<file path="config.mk">
export PLATFORM = sky130hd
export DESIGN_NAME = ld_cfg_regs
export DESIGN_NICKNAME = d
export VERILOG_FILES = /design/src/hdl/ld_cfg_pkg.sv /design/src/hdl/ld_cfg_regs.sv
export SDC_FILE = /design/constraint.sdc
export NUM_CORES = 1
export LEC_CHECK = 0
export BUFFER_PORTS_ARGS = -buffer_cell sky130_fd_sc_hd__buf_2
export CAP_MARGIN = 20
export CORE_MARGIN = 4
export CORE_UTILIZATION = 57
export DETAILED_ROUTE_END_ITERATION = 8
export GPL_ROUTABILITY_DRIVEN = 0
export HOLD_SLACK_MARGIN = 0.08
export PLACE_DENSITY_LB_ADDON = 0.05
export SETUP_SLACK_MARGIN = 0.1
export SYNTH_ARGS = -nofsm -noshare
export SYNTH_HDL_FRONTEND = slang
export SYNTH_SLANG_ARGS = --single-unit
</file>
<file path="constraint.sdc">
create_clock -name clock -period 2.86 [get_ports clock]
set_clock_uncertainty 0.05 [all_clocks]
set_input_delay 0.572 -clock clock [delete_from_list [all_inputs] [get_ports clock]]
set_output_delay 0.572 -clock clock [all_outputs]
set_load 0.005 [all_outputs]
</file>
<file path="src/hdl/ld_cfg_pkg.sv">
/*
 Constants and carrier types for the floppy and parallel logical-device
 configuration registers. Assumes a host that selects a logical device
 and an index through the configuration index and data ports.
*/
package ld_cfg_pkg;

    // =========================================================
    // Logical devices and indices
    localparam logic [7:0] LDN_FLOPPY = 8'h00;
    localparam logic [7:0] LDN_PARALLEL = 8'h03;
    localparam logic [7:0] IDX_FLOPPY_MODE = 8'hf0;
    localparam logic [7:0] IDX_FLOPPY_OPTION = 8'hf1;
    localparam logic [7:0] IDX_DRIVE_TYPES = 8'hf2;
    localparam logic [7:0] IDX_RESERVED_ZERO = 8'hf3;
    localparam logic [7:0] IDX_DRIVE0 = 8'hf4;
    localparam logic [7:0] IDX_DRIVE1 = 8'hf5;
    localparam logic [7:0] IDX_PAR_MODE = 8'hf0;
    localparam logic [7:0] IDX_PAR_MODE2 = 8'hf1;
    localparam logic [7:0] IDX_LDN = 8'h07;

    // =========================================================
    // Reset values and writable masks
    localparam logic [7:0] RST_FLOPPY_MODE = 8'h0e;
    localparam logic [7:0] RST_FLOPPY_OPTION = 8'h00;
    localparam logic [7:0] RST_DRIVE_TYPES = 8'hff;
    localparam logic [7:0] RST_DRIVE_CFG = 8'h00;
    localparam logic [7:0] RST_PAR_MODE = 8'h3c;
    localparam logic [7:0] RST_PAR_MODE2 = 8'h00;
    localparam logic [7:0] DRIVE_CFG_WMASK = 8'h5b;
    localparam logic [7:0] RESERVED_ZERO_VAL = 8'h00;
    localparam logic [4:0] SYNC_RST = 5'h07;

    // =========================================================
    // Field positions
    localparam int FM_ENHANCED = 0;
    localparam int FM_NONBURST = 1;
    localparam int FM_IFACE_LO = 2;
    localparam int FM_PUSH_PULL = 6;
    localparam int FO_FORCE_WP = 0;
    localparam int FO_DENS_LO = 2;
    localparam int DC_RATE_LO = 3;
    localparam int DC_PRECOMP_OFF = 6;
    localparam int PM_THR_LO = 3;
    localparam int PM_IRQ_PULSE = 7;
    localparam int PM2_TMO_SEL = 4;

    // =========================================================
    // Enumerations
    typedef enum logic [1:0] {
        IF_COMPACT = 2'b00,
        IF_ALT = 2'b01,
        IF_RESERVED = 2'b10,
        IF_AT = 2'b11
    } iface_mode_t;

    typedef enum logic [2:0] {
        PM_SPP = 3'b000,
        PM_EPP19 = 3'b001,
        PM_ECP = 3'b010,
        PM_ECP_EPP19 = 3'b011,
        PM_PRINTER = 3'b100,
        PM_EPP17 = 3'b101,
        PM_RSVD6 = 3'b110,
        PM_ECP_EPP17 = 3'b111
    } par_mode_t;

    typedef enum logic [1:0] {
        DENS_NORMAL = 2'b00,
        DENS_NORMAL_USER = 2'b01,
        DENS_ONE = 2'b10,
        DENS_ZERO = 2'b11
    } dens_sel_t;

    // =========================================================
    // Carriers
    typedef struct packed {
        logic enhanced_mode;
        logic nonburst_dma;
        iface_mode_t iface_mode;
        logic open_drain_drive;
        logic [1:0] drive0_type;
        logic [1:0] drive1_type;
        logic [1:0] rate_table0;
        logic [1:0] rate_table1;
        logic precomp_disable0;
        logic precomp_disable1;
        logic [1:0] drive_a_type;
        logic [1:0] drive_b_type;
    } floppy_ctl_t;

    typedef struct packed {
        par_mode_t port_mode;
        logic [3:0] fifo_threshold;
        logic irq_pulsed;
        logic irq_type_valid;
        logic timeout_clear_on_read;
    } parallel_ctl_t;

    typedef struct packed {
        logic [7:0] ldn;
        logic [7:0] floppy_mode;
        logic [7:0] floppy_option;
        logic [7:0] drive_types;
        logic [7:0] drive0;
        logic [7:0] drive1;
        logic [7:0] par_mode;
        logic [7:0] par_mode2;
        logic [7:0] rdata;
        logic wp_out;
        logic density_out;
        logic density_forced;
        floppy_ctl_t fctl;
        parallel_ctl_t pctl;
    } cfg_state_t;

endpackage

</file>
<file path="src/hdl/ld_cfg_regs.sv">
/*
 Floppy and parallel logical-device configuration register set.
 Assumes the configuration port decoder supplies the current index with
 one-cycle read and write strobes on this clock; pins arrive asynchronous.
*/
`timescale 1ns/100ps
module ld_cfg_regs
    import ld_cfg_pkg::*;
(
    // Clock and reset
    input wire logic clock,
    input wire logic nrst,
    // Configuration data port, index already latched by the port decoder
    input wire logic [7:0] cfg_index,
    input wire logic [7:0] cfg_wdata,
    input wire logic cfg_write,
    input wire logic cfg_read,
    output logic [7:0] cfg_rdata,
    // Floppy pins and core inputs
    input wire logic drive_select_zero_n,
    input wire logic drive_select_one_n,
    input wire logic write_protect_input_n,
    input wire logic floppy_disable_protect,
    input wire logic density_core,
    // Floppy outputs
    output logic floppy_status_a_wp,
    output logic density_out,
    output floppy_ctl_t floppy_ctl,
    // Parallel port controls
    output parallel_ctl_t parallel_ctl
);
    import ld_cfg_pkg::*;

    // =========================================================
    // Pin synchronisers, two flops per input before any logic
    logic [4:0] pin_raw;
    logic [4:0] sync_meta;
    logic [4:0] sync_out;
    logic [2:0] pin_sync;
    logic [1:0] dens_sync;

    assign pin_raw = {floppy_disable_protect, density_core, write_protect_input_n,
        drive_select_one_n, drive_select_zero_n};

    generate
        for (genvar g = 0; g < 5; g++) begin : g_sync
            always_ff @(posedge clock or negedge nrst) begin
                if (!nrst) begin
                    sync_meta[g] <= SYNC_RST[g];
                    sync_out[g] <= SYNC_RST[g];
                end else begin
                    sync_meta[g] <= pin_raw[g];
                    sync_out[g] <= sync_meta[g];
                end
            end
        end
    endgenerate

    // Active-low pins idle high in reset, so no false select follows it
    assign pin_sync = sync_out[2:0];
    assign dens_sync = sync_out[4:3];

    // =========================================================
    // Index decode
    function automatic logic hit(input logic [7:0] ldn, input logic [7:0] dev,
                                 input logic [7:0] idx, input logic [7:0] want);
        hit = (ldn == dev) && (idx == want);
    endfunction

    // =========================================================
    // Write decode; the select byte sits outside both devices
    function automatic cfg_state_t apply_write(
        input cfg_state_t s,
        input logic [7:0] idx,
        input logic [7:0] wdata
    );
        cfg_state_t n;
        n = s;
        if (idx == IDX_LDN) begin
            n.ldn = wdata;
        end

        // Floppy device bytes
        if (hit(s.ldn, LDN_FLOPPY, idx, IDX_FLOPPY_MODE)) begin
            n.floppy_mode = wdata;
        end
        if (hit(s.ldn, LDN_FLOPPY, idx, IDX_FLOPPY_OPTION)) begin
            n.floppy_option = wdata;
        end
        if (hit(s.ldn, LDN_FLOPPY, idx, IDX_DRIVE_TYPES)) begin
            n.drive_types = wdata;
        end
        // Read-only bits never take a write
        if (hit(s.ldn, LDN_FLOPPY, idx, IDX_DRIVE0)) begin
            n.drive0 = wdata & DRIVE_CFG_WMASK;
        end
        if (hit(s.ldn, LDN_FLOPPY, idx, IDX_DRIVE1)) begin
            n.drive1 = wdata & DRIVE_CFG_WMASK;
        end

        // Parallel device bytes
        if (hit(s.ldn, LDN_PARALLEL, idx, IDX_PAR_MODE)) begin
            n.par_mode = wdata;
        end
        // Reserved bits stored as written; software keeps them zero
        if (hit(s.ldn, LDN_PARALLEL, idx, IDX_PAR_MODE2)) begin
            n.par_mode2 = wdata;
        end
        return n;
    endfunction

    // =========================================================
    // Control decode, shared by the live path and the reset values
    function automatic floppy_ctl_t floppy_decode(
        input logic [7:0] mode,
        input logic [7:0] types,
        input logic [7:0] drv0,
        input logic [7:0] drv1
    );
        floppy_ctl_t f;
        f = '0;

        // Mode byte
        f.enhanced_mode = mode[FM_ENHANCED];
        f.nonburst_dma = mode[FM_NONBURST];
        f.iface_mode = iface_mode_t'(mode[FM_IFACE_LO +: 2]);
        f.open_drain_drive = !mode[FM_PUSH_PULL];

        // Per-drive configuration
        f.drive0_type = drv0[1:0];
        f.drive1_type = drv1[1:0];
        f.rate_table0 = drv0[DC_RATE_LO +: 2];
        f.rate_table1 = drv1[DC_RATE_LO +: 2];
        f.precomp_disable0 = drv0[DC_PRECOMP_OFF];
        f.precomp_disable1 = drv1[DC_PRECOMP_OFF];

        // Drive types; the upper pairs are storage only
        f.drive_a_type = types[1:0];
        f.drive_b_type = types[3:2];
        return f;
    endfunction

    function automatic parallel_ctl_t parallel_decode(
        input logic [7:0] pmode,
        input logic [7:0] pmode2
    );
        parallel_ctl_t p;
        logic [2:0] sel;
        sel = pmode[2:0];
        p = '0;

        p.port_mode = par_mode_t'(sel);
        p.fifo_threshold = pmode[PM_THR_LO +: 4];

        // Type bit means nothing in printer or standard modes
        p.irq_type_valid = (sel != PM_PRINTER) && (sel != PM_SPP);
        p.irq_pulsed = p.irq_type_valid && pmode[PM_IRQ_PULSE];

        // Timeout flag clear style for the port core
        p.timeout_clear_on_read = pmode2[PM2_TMO_SEL];
        return p;
    endfunction

    // =========================================================
    // Pin-derived levels
    // Forced protect only bites on a selected drive
    function automatic logic protect_level(
        input logic [2:0] pins_n,
        input logic disable_protect,
        input logic force_protect
    );
        logic sel0;
        logic sel1;
        logic term0;
        logic term1;
        logic pin_term;
        sel0 = !pins_n[0];
        sel1 = !pins_n[1];
        term0 = sel0 && force_protect;
        term1 = sel1 && force_protect;
        pin_term = !pins_n[2];
        return term0 || term1 || pin_term || disable_protect;
    endfunction

    function automatic logic density_level(
        input logic [7:0] option,
        input logic core_level
    );
        logic level;
        level = core_level;
        case (dens_sel_t'(option[FO_DENS_LO +: 2]))
            DENS_ONE: begin
                level = 1'b1;
            end
            DENS_ZERO: begin
                level = 1'b0;
            end
            default: begin
                level = core_level;
            end
        endcase
        return level;
    endfunction

    // =========================================================
    // Read multiplexers, one per logical device
    function automatic logic [7:0] floppy_read(
        input logic [7:0] idx,
        input cfg_state_t s
    );
        logic [7:0] value;
        value = 8'h00;
        case (idx)
            IDX_FLOPPY_MODE: begin
                value = s.floppy_mode;
            end
            IDX_FLOPPY_OPTION: begin
                value = s.floppy_option;
            end
            IDX_DRIVE_TYPES: begin
                value = s.drive_types;
            end
            IDX_RESERVED_ZERO: begin
                value = RESERVED_ZERO_VAL;
            end
            // Fixed bits masked on read as well as on write
            IDX_DRIVE0: begin
                value = s.drive0 & DRIVE_CFG_WMASK;
            end
            IDX_DRIVE1: begin
                value = s.drive1 & DRIVE_CFG_WMASK;
            end
            default: begin
                value = 8'h00;
            end
        endcase
        return value;
    endfunction

    function automatic logic [7:0] parallel_read(
        input logic [7:0] idx,
        input cfg_state_t s
    );
        logic [7:0] value;
        value = 8'h00;
        case (idx)
            IDX_PAR_MODE: begin
                value = s.par_mode;
            end
            IDX_PAR_MODE2: begin
                value = s.par_mode2;
            end
            default: begin
                value = 8'h00;
            end
        endcase
        return value;
    endfunction

    // Unmapped devices read zero rather than a stale byte
    function automatic logic [7:0] read_value(
        input logic [7:0] idx,
        input cfg_state_t s
    );
        logic [7:0] value;
        value = 8'h00;
        if (idx == IDX_LDN) begin
            value = s.ldn;
        end else if (s.ldn == LDN_FLOPPY) begin
            value = floppy_read(idx, s);
        end else if (s.ldn == LDN_PARALLEL) begin
            value = parallel_read(idx, s);
        end
        return value;
    endfunction

    // =========================================================
    // State
    cfg_state_t st_reg;
    cfg_state_t st_next;

    always_comb begin
        logic fwp;
        st_next = st_reg;
        fwp = st_reg.floppy_option[FO_FORCE_WP];

        // Host writes through the data port at the selected index
        if (cfg_write) begin
            st_next = apply_write(st_reg, cfg_index, cfg_wdata);
        end

        // Read data, registered so the port sees it a cycle later
        st_next.rdata = 8'h00;
        if (cfg_read) begin
            st_next.rdata = read_value(cfg_index, st_reg);
        end

        // Write protect to the core; pins are active low
        st_next.wp_out = protect_level(pin_sync, dens_sync[1], fwp);

        // Density override
        st_next.density_out = density_level(st_reg.floppy_option, dens_sync[0]);
        st_next.density_forced = st_reg.floppy_option[FO_DENS_LO + 1];

        // Controls follow the stored bytes one cycle behind
        st_next.fctl = floppy_decode(st_reg.floppy_mode, st_reg.drive_types,
            st_reg.drive0, st_reg.drive1);
        st_next.pctl = parallel_decode(st_reg.par_mode, st_reg.par_mode2);
    end

    // Only power-on or bus reset reaches nrst; soft reset is not wired here
    always_ff @(posedge clock or negedge nrst) begin
        if (!nrst) begin
            st_reg.ldn <= '0;
            st_reg.floppy_mode <= RST_FLOPPY_MODE;
            st_reg.floppy_option <= RST_FLOPPY_OPTION;
            st_reg.drive_types <= RST_DRIVE_TYPES;
            st_reg.drive0 <= RST_DRIVE_CFG;
            st_reg.drive1 <= RST_DRIVE_CFG;
            st_reg.par_mode <= RST_PAR_MODE;
            st_reg.par_mode2 <= RST_PAR_MODE2;
            st_reg.rdata <= '0;
            st_reg.wp_out <= 1'b0;
            st_reg.density_out <= 1'b0;
            st_reg.density_forced <= 1'b0;

            // Controls start as the decode of the default bytes
            st_reg.fctl <= floppy_decode(RST_FLOPPY_MODE, RST_DRIVE_TYPES,
                RST_DRIVE_CFG, RST_DRIVE_CFG);
            st_reg.pctl <= parallel_decode(RST_PAR_MODE, RST_PAR_MODE2);
        end else begin
            st_reg <= st_next;
        end
    end

    // =========================================================
    // Outputs
    assign cfg_rdata = st_reg.rdata;
    assign floppy_status_a_wp = st_reg.wp_out;
    assign density_out = st_reg.density_out;
    assign floppy_ctl = st_reg.fctl;
    assign parallel_ctl = st_reg.pctl;

endmodule

</file>
==> results of run 1 <==
## synthesized netlist by cell type, types with 2 or more instances
cell type,number,share of area [%]
a21oi_1,15,1.7
a32o_1,4,0.90
buf_2,2,0.22
buf_4,37,6.2
clkbuf_1,6,0.50
dfrtp_1,74,41
dfstp_2,33,19
inv_1,3,0.25
mux2_2,58,15
mux2i_1,13,2.9
nand2_1,20,1.7
nand3_1,2,0.22
nand3b_1,5,0.84
nand4_1,3,0.42
nor2_1,8,0.67
nor2_2,4,0.56
nor2b_1,3,0.42
nor3_4,2,0.73
o21ai_0,9,1.0
o221a_2,5,1.3
o32a_1,3,0.67
## layout make-up
cell class / count / area (µm²) / area share [%]
clock inverters: 4 / 51.3 / 1.06
repair buffers: 70 / 383 / 7.88
clock buffers: 12 / 135 / 2.78
inverters: 3 / 11.3 / 0.232
multi-input cells: 169 / 1430 / 29.4
well taps: 102 / 128 / 2.63
flip-flops and latches: 107 / 2720 / 56.0
## kinds of logic (layout without fill, tap and decap cells)
logic type / after synthesis / count (layout)
buffers and inverters: 49 / 89
and+or+nand+nor: 60 / 60
DFF: 107 / 107
AOI/OAI and AO/OA: 38 / 38
muxes: 71 / 71
## worst max-delay path: cells and delay by family, from the launching register on
family	cells	cell delay, ns
flops	1	0.40
mux	1	0.40
simple gates	4	1.55
## worst max-delay path by stage
stage | startpoint | to | cells after the start | slack, ns
after floorplan | cfg_index[4] | cfg_rdata[4] | 5 | 0.53
after global placement | cfg_index[4] | st_reg[102] | 6 | 0.44
after detailed placement | st_reg[102] | st_reg[85] | 5 | 0.41
after CTS | st_reg[102] | st_reg[79] | 5 | 0.40
after global routing | st_reg[102] | st_reg[79] | 5 | 0.27
final | st_reg[102] | st_reg[79] | 5 | 0.39
## metal layers
layer / global-route usage, % / share of wire [%] / vias up
met4: 7.36 / 1.6 / 0
met3: 3.02 / 4.1 / 11
met1: 27.9 / 46 / 1305
met5: 0 / 0 / -
li1: - / - / 1177
met2: 31.3 / 49 / 57
## through the flow
step	cells	area, µm²	util, %
2_1_floorplan	325	4470	-
3_3_place_gp	451	4670	60.7
3_5_place_dp	451	4670	60.7
4_1_cts	467	4860	63.2
5_1_grt	467	4860	63.2
6_report	467	4860	63.2
## power groups by stage
| stage | Clock, µW | Combinational, µW | Sequential [µW] |
|---|---|---|---|
| 2_1_floorplan | 0 | 111 | 1620 |
| 3_3_place_gp | 0 | 189 | 1630 |
| 3_5_place_dp | 0 | 193 | 1630 |
| 4_1_cts | 903 | 193 | 1600 |
| 5_1_grt | 965 | 210 | 1610 |
| 6_report | 887 | 189 | 1600 |
==> metrics.md, run 1 <==
| Metric | Value |
|---|---|
| DRT Wirelength | `8.55 mm` |
| Final hold viol count | `0` |
| CTS H-Tree Depth | `3` |
| Simple-gate share of the synthesized area | `8.53%` |
| First-pass GRT wire length | `13.5 mm` |
| CTS Root Cell | `clkbuf_8` |
| Crit start category | `register` |
| Hold bufs inserted after CTS | `0` |
| Core area | `7690 µm²` |
| CP Cell Sequence | `or4_4 -> nor4b_4 -> nand2_4 -> nor3_4 -> mux2_2` |
| EDFF count, synth | `0` |
| Period Utilization, post-route | `86.2%` |
| Die Y | `96.6 µm` |
| Fmax | `406 MHz` |
| Seq pwr share | `59.8%` |
| Combinational power share | `7.1%` |
| ANT nets after route | `0` |
| Setup Crit Path Kind | `reg2reg` |
| Buffer depth of the longest clock path | `2` |
| Sw Ratio | `23.2%` |
| Synthesis warning total | `0` |
| Vias/cell | `5.46` |
| Run status | `complete, no violations` |
| DRT iter0 DRCs | `140` |
| Syn_nets | `350` |
| Max reg flops | `31` |
| Worst skew pair latency | `0.36 ns` |
| CP peak stage delay | `0.56 ns` |
| Max cap viols | `0` |
| Port-buffer cells | `63` |
| Req. time, crit path | `3.10 ns` |
| RR Startpoint | `st_reg[102]` |
| Worst-path clk slew | `0.10 ns` |
| Die area | `9330 µm²` |
| Largest family of logic cells by synthesized area | `multiplexers` |
| Slew margin rel. | `56.3%` |
| Post-synthesis sequential area ratio | `60.8%` |
| Starting Density | `58.2%` |
| Crit-path max FO | `8` |
| Worst VDD drop | `0.274 mV` |
| Most common cell after layout, fill and taps aside | `dfrtp_1` |
| WP data arrival | `2.70 ns` |
| First-pass detailed-route iteration total | `4` |
| DRC viols | `0` |
| GRT Util Overall | `19.8%` |
| Cell count after synthesis | `325` |
| Post-CTS Resized | `0` |
| Mux contribution to synthesized area | `17.5%` |
| Ant diodes | `0` |
| IO Pins | `64` |
| Largest net degree at the start of global routing | `56` |
| Vias | `2,550` |
| Yosys cell types | `37` |
| FF-to-FF End | `st_reg[79]` |
| Avg Inst Size Synth | `13.8 µm²` |
| Area growth from synthesis to layout | `8.56%` |
| Fillers | `631` |
| Commonest non-fill, non-tap cells in the layout | `74 x dfrtp_1, 62 x buf_2, 58 x mux2_2` |
| Setup bufs post-CTS | `0` |
| Post-Synth Adder-Cell Area | `0%` |
| Num CTS Buffers | `9` |
| Xor and xnor area share after synthesis | `0%` |
| Clock power frac | `33.1%` |
| Setup violators final | `0` |
| Switching Power | `621 µW` |
| Final worst path period need | `2.47 ns` |
| Row cnt | `32` |
| #FFs+latches synth | `107` |
| Hold slack | `0.168 ns` |
| CTS Sinks | `107` |
| Pwr Density | `552 nW/µm²` |
| Crit path capture type | `register` |
| Final WS setup | `0.395 ns` |
| Setup Slack @ Placement | `0.413 ns` |
| NumNets Final | `385` |
| Post-Syn Area | `4470 µm²` |
| Lkg Pwr | `0.00235 µW` |
| Compound-Gate Fraction of Synth Area | `5.90%` |
| Register-to-register path setup slack | `0.39 ns` |
| Max Slew Vio Count | `0` |
| Fin Setup TNS | `0 ns` |
| Asr flop ratio synth | `100%` |
| Total Power | `2680 µW` |
| Final HPWL from detailed placement | `5.95 mm` |
| Die Span X | `96.6 µm` |
| CTS tree | `built` |
| Wire length per cell | `18.3 µm` |
| Initial antenna violation count | `0` |
| Int Pwr | `2060 µW` |
| Vias in the first global route | `2,581` |
| Reg2reg path depth | `5` |
| Hold WC Path Type | `in2async` |
| Worst-Margin Slew | `0.655 ns` |
| RSZ-0062 raised after global routing | `false` |
| Synth Flop Type | `dfrtp_1` |
| Overflow after GRT | `0` |
| CP max-delay cell | `or4_4` |
| Share of post-route cells with drive strength above 1 | `52.3%` |
Power figures use the tool's default switching activity.
==> run 2, diff against run 1 <==
- PLACE_DENSITY_LB_ADDON: 0.05 -> 0.2
==> run 2 against run 1 <==
  * Power shrank 0.11%
  * Combinational power about the same
  * Critical path depth did not move
  * Non-clock buffer count shrank 2
  * Sequential cell count unchanged
  * Fmax is 3.5% lower
  * Clock-buffer cell count unchanged
  * Routed wire length fell by 0.94%
  * Core utilization shrank 0.18 points
  * Worst hold slack better by 0.030 ns
  * Sequential share of layout area increased by 0.16 points
==> metrics.md, run 2 (synthesis results as in run 1) <==
| Metric | Value |
|---|---|
| CTS Root Cell | `clkbuf_8` |
| Row cnt | `32 (unchanged)` |
| Combinational power share | `7.1% (about the same)` |
| Crit start category | `register` |
| Fillers | `612 (-3.0%)` |
| Worst-path clk slew | `0.10 ns (about the same)` |
| Post-CTS Resized | `0 (unchanged)` |
| DRT Wirelength | `8.47 mm (-0.94%)` |
| Hold bufs inserted after CTS | `0 (unchanged)` |
| Vias | `2,540 (-0.39%)` |
| Fin util | `63.0% (-0.18 points)` |
| Run status | `complete, no violations` |
| Slew margin rel. | `53.9% (-2.5 points)` |
| Worst skew pair latency | `0.36 ns (about the same)` |
| Die area | `9330 µm² (unchanged)` |
| Crit-path max FO | `8 (unchanged)` |
| GRT Util Overall | `19.9% (+0.063 points)` |
| Wire length per cell | `18.2 µm (-0.51%)` |
| Final worst path period need | `2.56 ns (+0.0903 ns)` |
| Initial antenna violation count | `0 (unchanged)` |
| Largest net degree at the start of global routing | `56 (unchanged)` |
| Sw Ratio | `23.0% (-0.14 points)` |
| Die Span X | `96.6 µm (unchanged)` |
| Int Pwr | `2060 µW (about the same)` |
| Area growth from synthesis to layout | `8.25%` |
| Fin Setup TNS | `0 ns (unchanged)` |
| Pwr Density | `553 nW/µm² (+0.18%)` |
| Lkg Pwr | `0.00235 µW (-0.31%)` |
| Worst-Margin Slew | `0.692 ns (+0.0373 ns)` |
| Fmax | `391 MHz (-3.5%)` |
| Final hold viol count | `0 (unchanged)` |
| Register-to-register path setup slack | `0.30 ns (-0.09 ns)` |
| Max Slew Vio Count | `0 (unchanged)` |
| CP Cell Sequence | `or4_4 -> nor4_1 -> nand2_1 -> nor2_2 -> mux2_2` |
| Starting Density | `58.2% (unchanged)` |
| Clock power frac | `33.0% (about the same)` |
| WP data arrival | `2.76 ns (+0.06 ns)` |
| Setup Crit Path Kind | `reg2reg` |
| Period Utilization, post-route | `89.4% (+3.2 points)` |
| Req. time, crit path | `3.06 ns (-0.04 ns)` |
| Buffer depth of the longest clock path | `2 (unchanged)` |
| CTS H-Tree Depth | `3 (unchanged)` |
| DRT iter0 DRCs | `227 (+62%)` |
| Worst VDD drop | `0.273 mV (-0.36%)` |
| IO Pins | `64 (unchanged)` |
| First-pass detailed-route iteration total | `4 (unchanged)` |
| Setup violators final | `0 (unchanged)` |
| Port-buffer cells | `63 (unchanged)` |
| Overflow after GRT | `0 (unchanged)` |
| CTS Sinks | `107 (unchanged)` |
| Switching Power | `616 µW (-0.70%)` |
| ANT nets after route | `0 (unchanged)` |
| Max reg flops | `31 (unchanged)` |
| Num CTS Buffers | `9 (unchanged)` |
| Seq pwr share | `59.9% (about the same)` |
| Commonest non-fill, non-tap cells in the layout | `74 x dfrtp_1, 62 x buf_2, 58 x mux2_2` |
| Ant diodes | `0 (unchanged)` |
| Most common cell after layout, fill and taps aside | `dfrtp_1` |
| DRC viols | `0 (unchanged)` |
| RSZ-0062 raised after global routing | `false` |
| First-pass GRT wire length | `13.6 mm (+0.71%)` |
| CP peak stage delay | `0.55 ns (about the same)` |
| Core area | `7690 µm² (unchanged)` |
| Crit path capture type | `register` |
| Share of post-route cells with drive strength above 1 | `52.1% (-0.26 points)` |
| Vias in the first global route | `2,545 (-1.4%)` |
| CTS tree | `built` |
| Die Y | `96.6 µm (unchanged)` |
| Vias/cell | `5.46 (about the same)` |
| Final HPWL from detailed placement | `5.83 mm (-2.0%)` |
| Hold WC Path Type | `in2async` |
| Setup bufs post-CTS | `0 (unchanged)` |
| Max cap viols | `0 (unchanged)` |
| CP max-delay cell | `or4_4` |
| NumNets Final | `383 (-0.52%)` |
[run 2: layout make-up]
cell class,instances,area [µm²],area share (%)
Inverter,3,11.3,0.233
Sequential cell,107,2720,56.1
Timing Repair Buffer,68,368,7.60
Clock inverter,4,52.6,1.09
Multi-Input combinational cell,169,1430,29.5
Tap cell,102,128,2.64
Clock buffer,12,135,2.79
[run 2: worst paths after layout]
path / start / cells past startpoint / to
setup reg to reg: st_reg[100] / 5 / st_next[7]
setup / recovery: st_reg[100] / 5 / st_next[7]
hold / removal: nrst / 1 / parallel_ctl[8]
hold reg to reg: sync_meta[3] / 0 / dens_sync[0]
min in group clock: write_protect_input_n / 1 / sync_meta[2]
max in group asynchronous: nrst / 2 / st_next[9]
[run 2: power groups by stage]
stage	combinational [µW]	sequential, µW	clock (µW)
floorplan	111	1620	0
global placement	188	1630	0
detailed placement	193	1630	0
CTS	193	1600	909
global route	211	1610	969
finish	189	1600	884
[run 2: worst max-delay path, delay by kind of cell, from the launching register on]
kind,cells,cell delay [ns]
multiplexers,1,0.40
AND/OR/NAND/NOR,4,1.58
flip-flops,1,0.42
[run 2: per-stage QoR]
step | cells | hold slack [ns] | setup slack [ns] | area [µm²] | power, µW
after floorplan | 325 | 0.226 | 0.530 | 4470 | 1730
after detailed placement | 449 | 0.290 | 0.400 | 4650 | 1820
after global routing | 465 | 0.225 | 0.221 | 4840 | 2790
after global placement | 449 | 0.284 | 0.430 | 4650 | 1820
final | 465 | 0.198 | 0.304 | 4840 | 2680
after CTS | 465 | 0.214 | 0.364 | 4840 | 2700
[run 2: metal layers]
layer / up-vias / global-route usage (%) / wire length (µm)
met1: 1296 / 27.5 / 3830
met2: 57 / 31.4 / 4160
li1: 1174 / - / -
met3: 13 / 4.34 / 358
met4: 0 / 6.66 / 119
met5: - / 0 / 0
==> run 3, diff against run 2 <==
- CELL_PAD_IN_SITES_DETAIL_PLACEMENT: default -> 0
- CELL_PAD_IN_SITES_GLOBAL_PLACEMENT: default -> 2
- CORE_UTILIZATION: 57 -> 39
==> run 3 against run 2 <==
  * Sequential cell count is the same
  * Combinational power grew 3%
  * Largest power group unchanged
  * Global-route usage shrank 4.7 points
  * Worst hold slack lost 0.11 ns
  * Via count is essentially flat
  * Clock-buffer cell count shrank 1
  * Critical path depth is the same
  * Cell area grew 3.6%
  * First-iteration DRC count shrank 55%
  * Fmax grew 3.1%
==> metrics.md, run 3 (synthesis results as in run 1) <==
| Metric | Value |
|---|---|
| Run status | `complete, no violations` |
| CTS Root Cell | `clkbuf_16` |
| Switching Power | `673 µW (+9.2%)` |
| Largest net degree at the start of global routing | `53 (-5.4%)` |
| Worst-path clk slew | `0.07 ns (-0.03 ns)` |
| Fmax | `403 MHz (+3.1%)` |
| Ant diodes | `0 (unchanged)` |
| Sw Ratio | `22.4% (-0.62 points)` |
| Setup Crit Path Kind | `reg2reg` |
| GRT busiest layer | `met2` |
| Dpl cells | `491 (+9.4%)` |
| CTS H-Tree Depth | `3 (unchanged)` |
| Worst skew pair latency | `0.34 ns (-0.02 ns)` |
| Final worst path period need | `2.48 ns (-0.0772 ns)` |
| Lkg Pwr | `0.00242 µW (+3.0%)` |
| First-pass detailed-route iteration total | `4 (unchanged)` |
| Worst-Margin Slew | `0.530 ns (-0.163 ns)` |
| Max Slew Vio Count | `0 (unchanged)` |
| Max cap viols | `0 (unchanged)` |
| Core area | `11,000 µm² (+43%)` |
| DRC viols | `0 (unchanged)` |
| DRT Wirelength | `9.22 mm (+8.8%)` |
| Final hold viol count | `0 (unchanged)` |
| IO Pins | `64 (unchanged)` |
| Crit path capture type | `register` |
| Port-buffer cells | `63 (unchanged)` |
| Worst VDD drop | `0.258 mV (-5.4%)` |
| Pwr Density | `599 nW/µm² (+8.3%)` |
| CTS tree | `built` |
| Num CTS Buffers | `9 (unchanged)` |
| Buffer depth of the longest clock path | `2 (unchanged)` |
| Die Span X | `115 µm (+19%)` |
| Initial antenna violation count | `0 (unchanged)` |
| Fin Setup TNS | `0 ns (unchanged)` |
| First-pass GRT wire length | `15.0 mm (+9.9%)` |
| Hold WC Path Type | `in2async` |
| Seq pwr share | `53.3% (-6.6 points)` |
| NumNets Final | `387 (+1.0%)` |
| Met1 GRT Util | `20.9% (-6.5 points)` |
| Setup bufs post-CTS | `0 (unchanged)` |
| Clock power frac | `40.2% (+7.2 points)` |
| CTS Sinks | `107 (unchanged)` |
| Die Y | `115 µm (+19%)` |
| Area growth from synthesis to layout | `12.2%` |
| WP data arrival | `2.66 ns (-0.10 ns)` |
| Fin util | `45.5% (-17 points)` |
| Vias | `2,539 (-0.039%)` |
| Starting Density | `40.6% (-18 points)` |
| Post-CTS Resized | `0 (unchanged)` |
| Crit start category | `register` |
| Req. time, crit path | `3.04 ns (-0.02 ns)` |
| Hold bufs inserted after CTS | `0 (unchanged)` |
| Slew margin rel. | `64.7% (+11 points)` |
| Non-Filler Instances | `507 (+9.0%)` |
| Vias in the first global route | `2,676 (+5.1%)` |
| Combinational power share | `6.5% (-0.6 points)` |
| DRT iter0 DRCs | `103 (-55%)` |
| ANT nets after route | `0 (unchanged)` |
| Overflow after GRT | `0 (unchanged)` |
| Max reg flops | `31 (unchanged)` |
| RSZ-0062 raised after global routing | `false` |
| Period Utilization, post-route | `86.7% (-2.7 points)` |
| GRT Util Overall | `15.2% (-4.7 points)` |
| GR met2 Demand/Resource | `23.0% (-8.4 points)` |
| Total Power | `3000 µW (+12%)` |
| Crit-path max FO | `8 (unchanged)` |
| Vias/cell | `5.01 (-8.3%)` |
| Most common cell after layout, fill and taps aside | `dfrtp_1` |
| Final HPWL from detailed placement | `6.51 mm (+12%)` |
| Commonest non-fill, non-tap cells in the layout | `74 x dfrtp_1, 62 x buf_2, 58 x mux2_2` |
| Die area | `13,200 µm² (+42%)` |
| Setup violators final | `0 (unchanged)` |
| Int Pwr | `2330 µW (+13%)` |
| Wire length per cell | `18.2 µm (-0.25%)` |
| Row cnt | `38 (+19%)` |
| M3 GR Usage | `4.16% (-0.18 points)` |
| Share of post-route cells with drive strength above 1 | `52.9% (+0.79 points)` |
[run 3: changes by cell type in the layout (fill, tap and decap cells not counted), sizes merged]
cell    before  now
clkinv       3    4
buf         68   72
clkbuf      12   11
[run 3: critical path, cell delays in order (launching register included)]
cell	delay [ns]
dfrtp_1	0.40
or4_4	0.54
nor4_1	0.36
nand2_1	0.16
nor2_2	0.44
mux2_2	0.40
[run 3: metal layers]
metal	share of wire (%)	wire length (µm)
met1	47	4360
met2	46	4270
met3	4.4	404
met4	2.0	182
met5	0	0
[run 3: cell type report]
| class | count | area [µm²] |
|---|---|---|
| flip-flops and latches | 107 | 2720 |
| multi-input cells | 169 | 1430 |
| clock inverters | 5 | 53.8 |
| well taps | 140 | 175 |
| clock buffers | 11 | 233 |
| fillers | 1043 | 6010 |
| repair buffers | 72 | 398 |
| inverters | 3 | 11.3 |
[run 3: power groups by stage]
| stage | registers (µW) | logic [µW] | clock network [µW] |
|---|---|---|---|
| 3_3_place_gp | 1630 | 198 | 0 |
| 5_1_grt | 1610 | 220 | 1300 |
| 4_1_cts | 1600 | 201 | 1240 |
| 3_5_place_dp | 1630 | 200 | 0 |
| 6_report | 1600 | 195 | 1210 |
| 2_1_floorplan | 1620 | 111 | 0 |
[run 3: worst paths after layout]
kind | startpoint | end | slack (ns) | cells after the start
max | st_reg[100] | st_reg[41] | 0.38 | 5
min | nrst | sync_meta[3] | 0.09 | 1
max reg2reg | st_reg[100] | st_reg[41] | 0.38 | 5
min reg2reg | sync_meta[4] | dens_sync[1] | 0.30 | 0
max in group asynchronous | nrst | floppy_ctl[16] | 1.94 | 2
min in group clock | drive_select_zero_n | sync_meta[0] | 0.28 | 1
[run 3: through the flow]
step,instance area [µm²],hold slack [ns],setup slack [ns]
6_report,5020,0.0920,0.382
3_5_place_dp,4730,0.285,0.357
3_3_place_gp,4730,0.285,0.410
5_1_grt,5020,0.115,0.244
4_1_cts,5020,0.0963,0.391
2_1_floorplan,4470,0.226,0.530
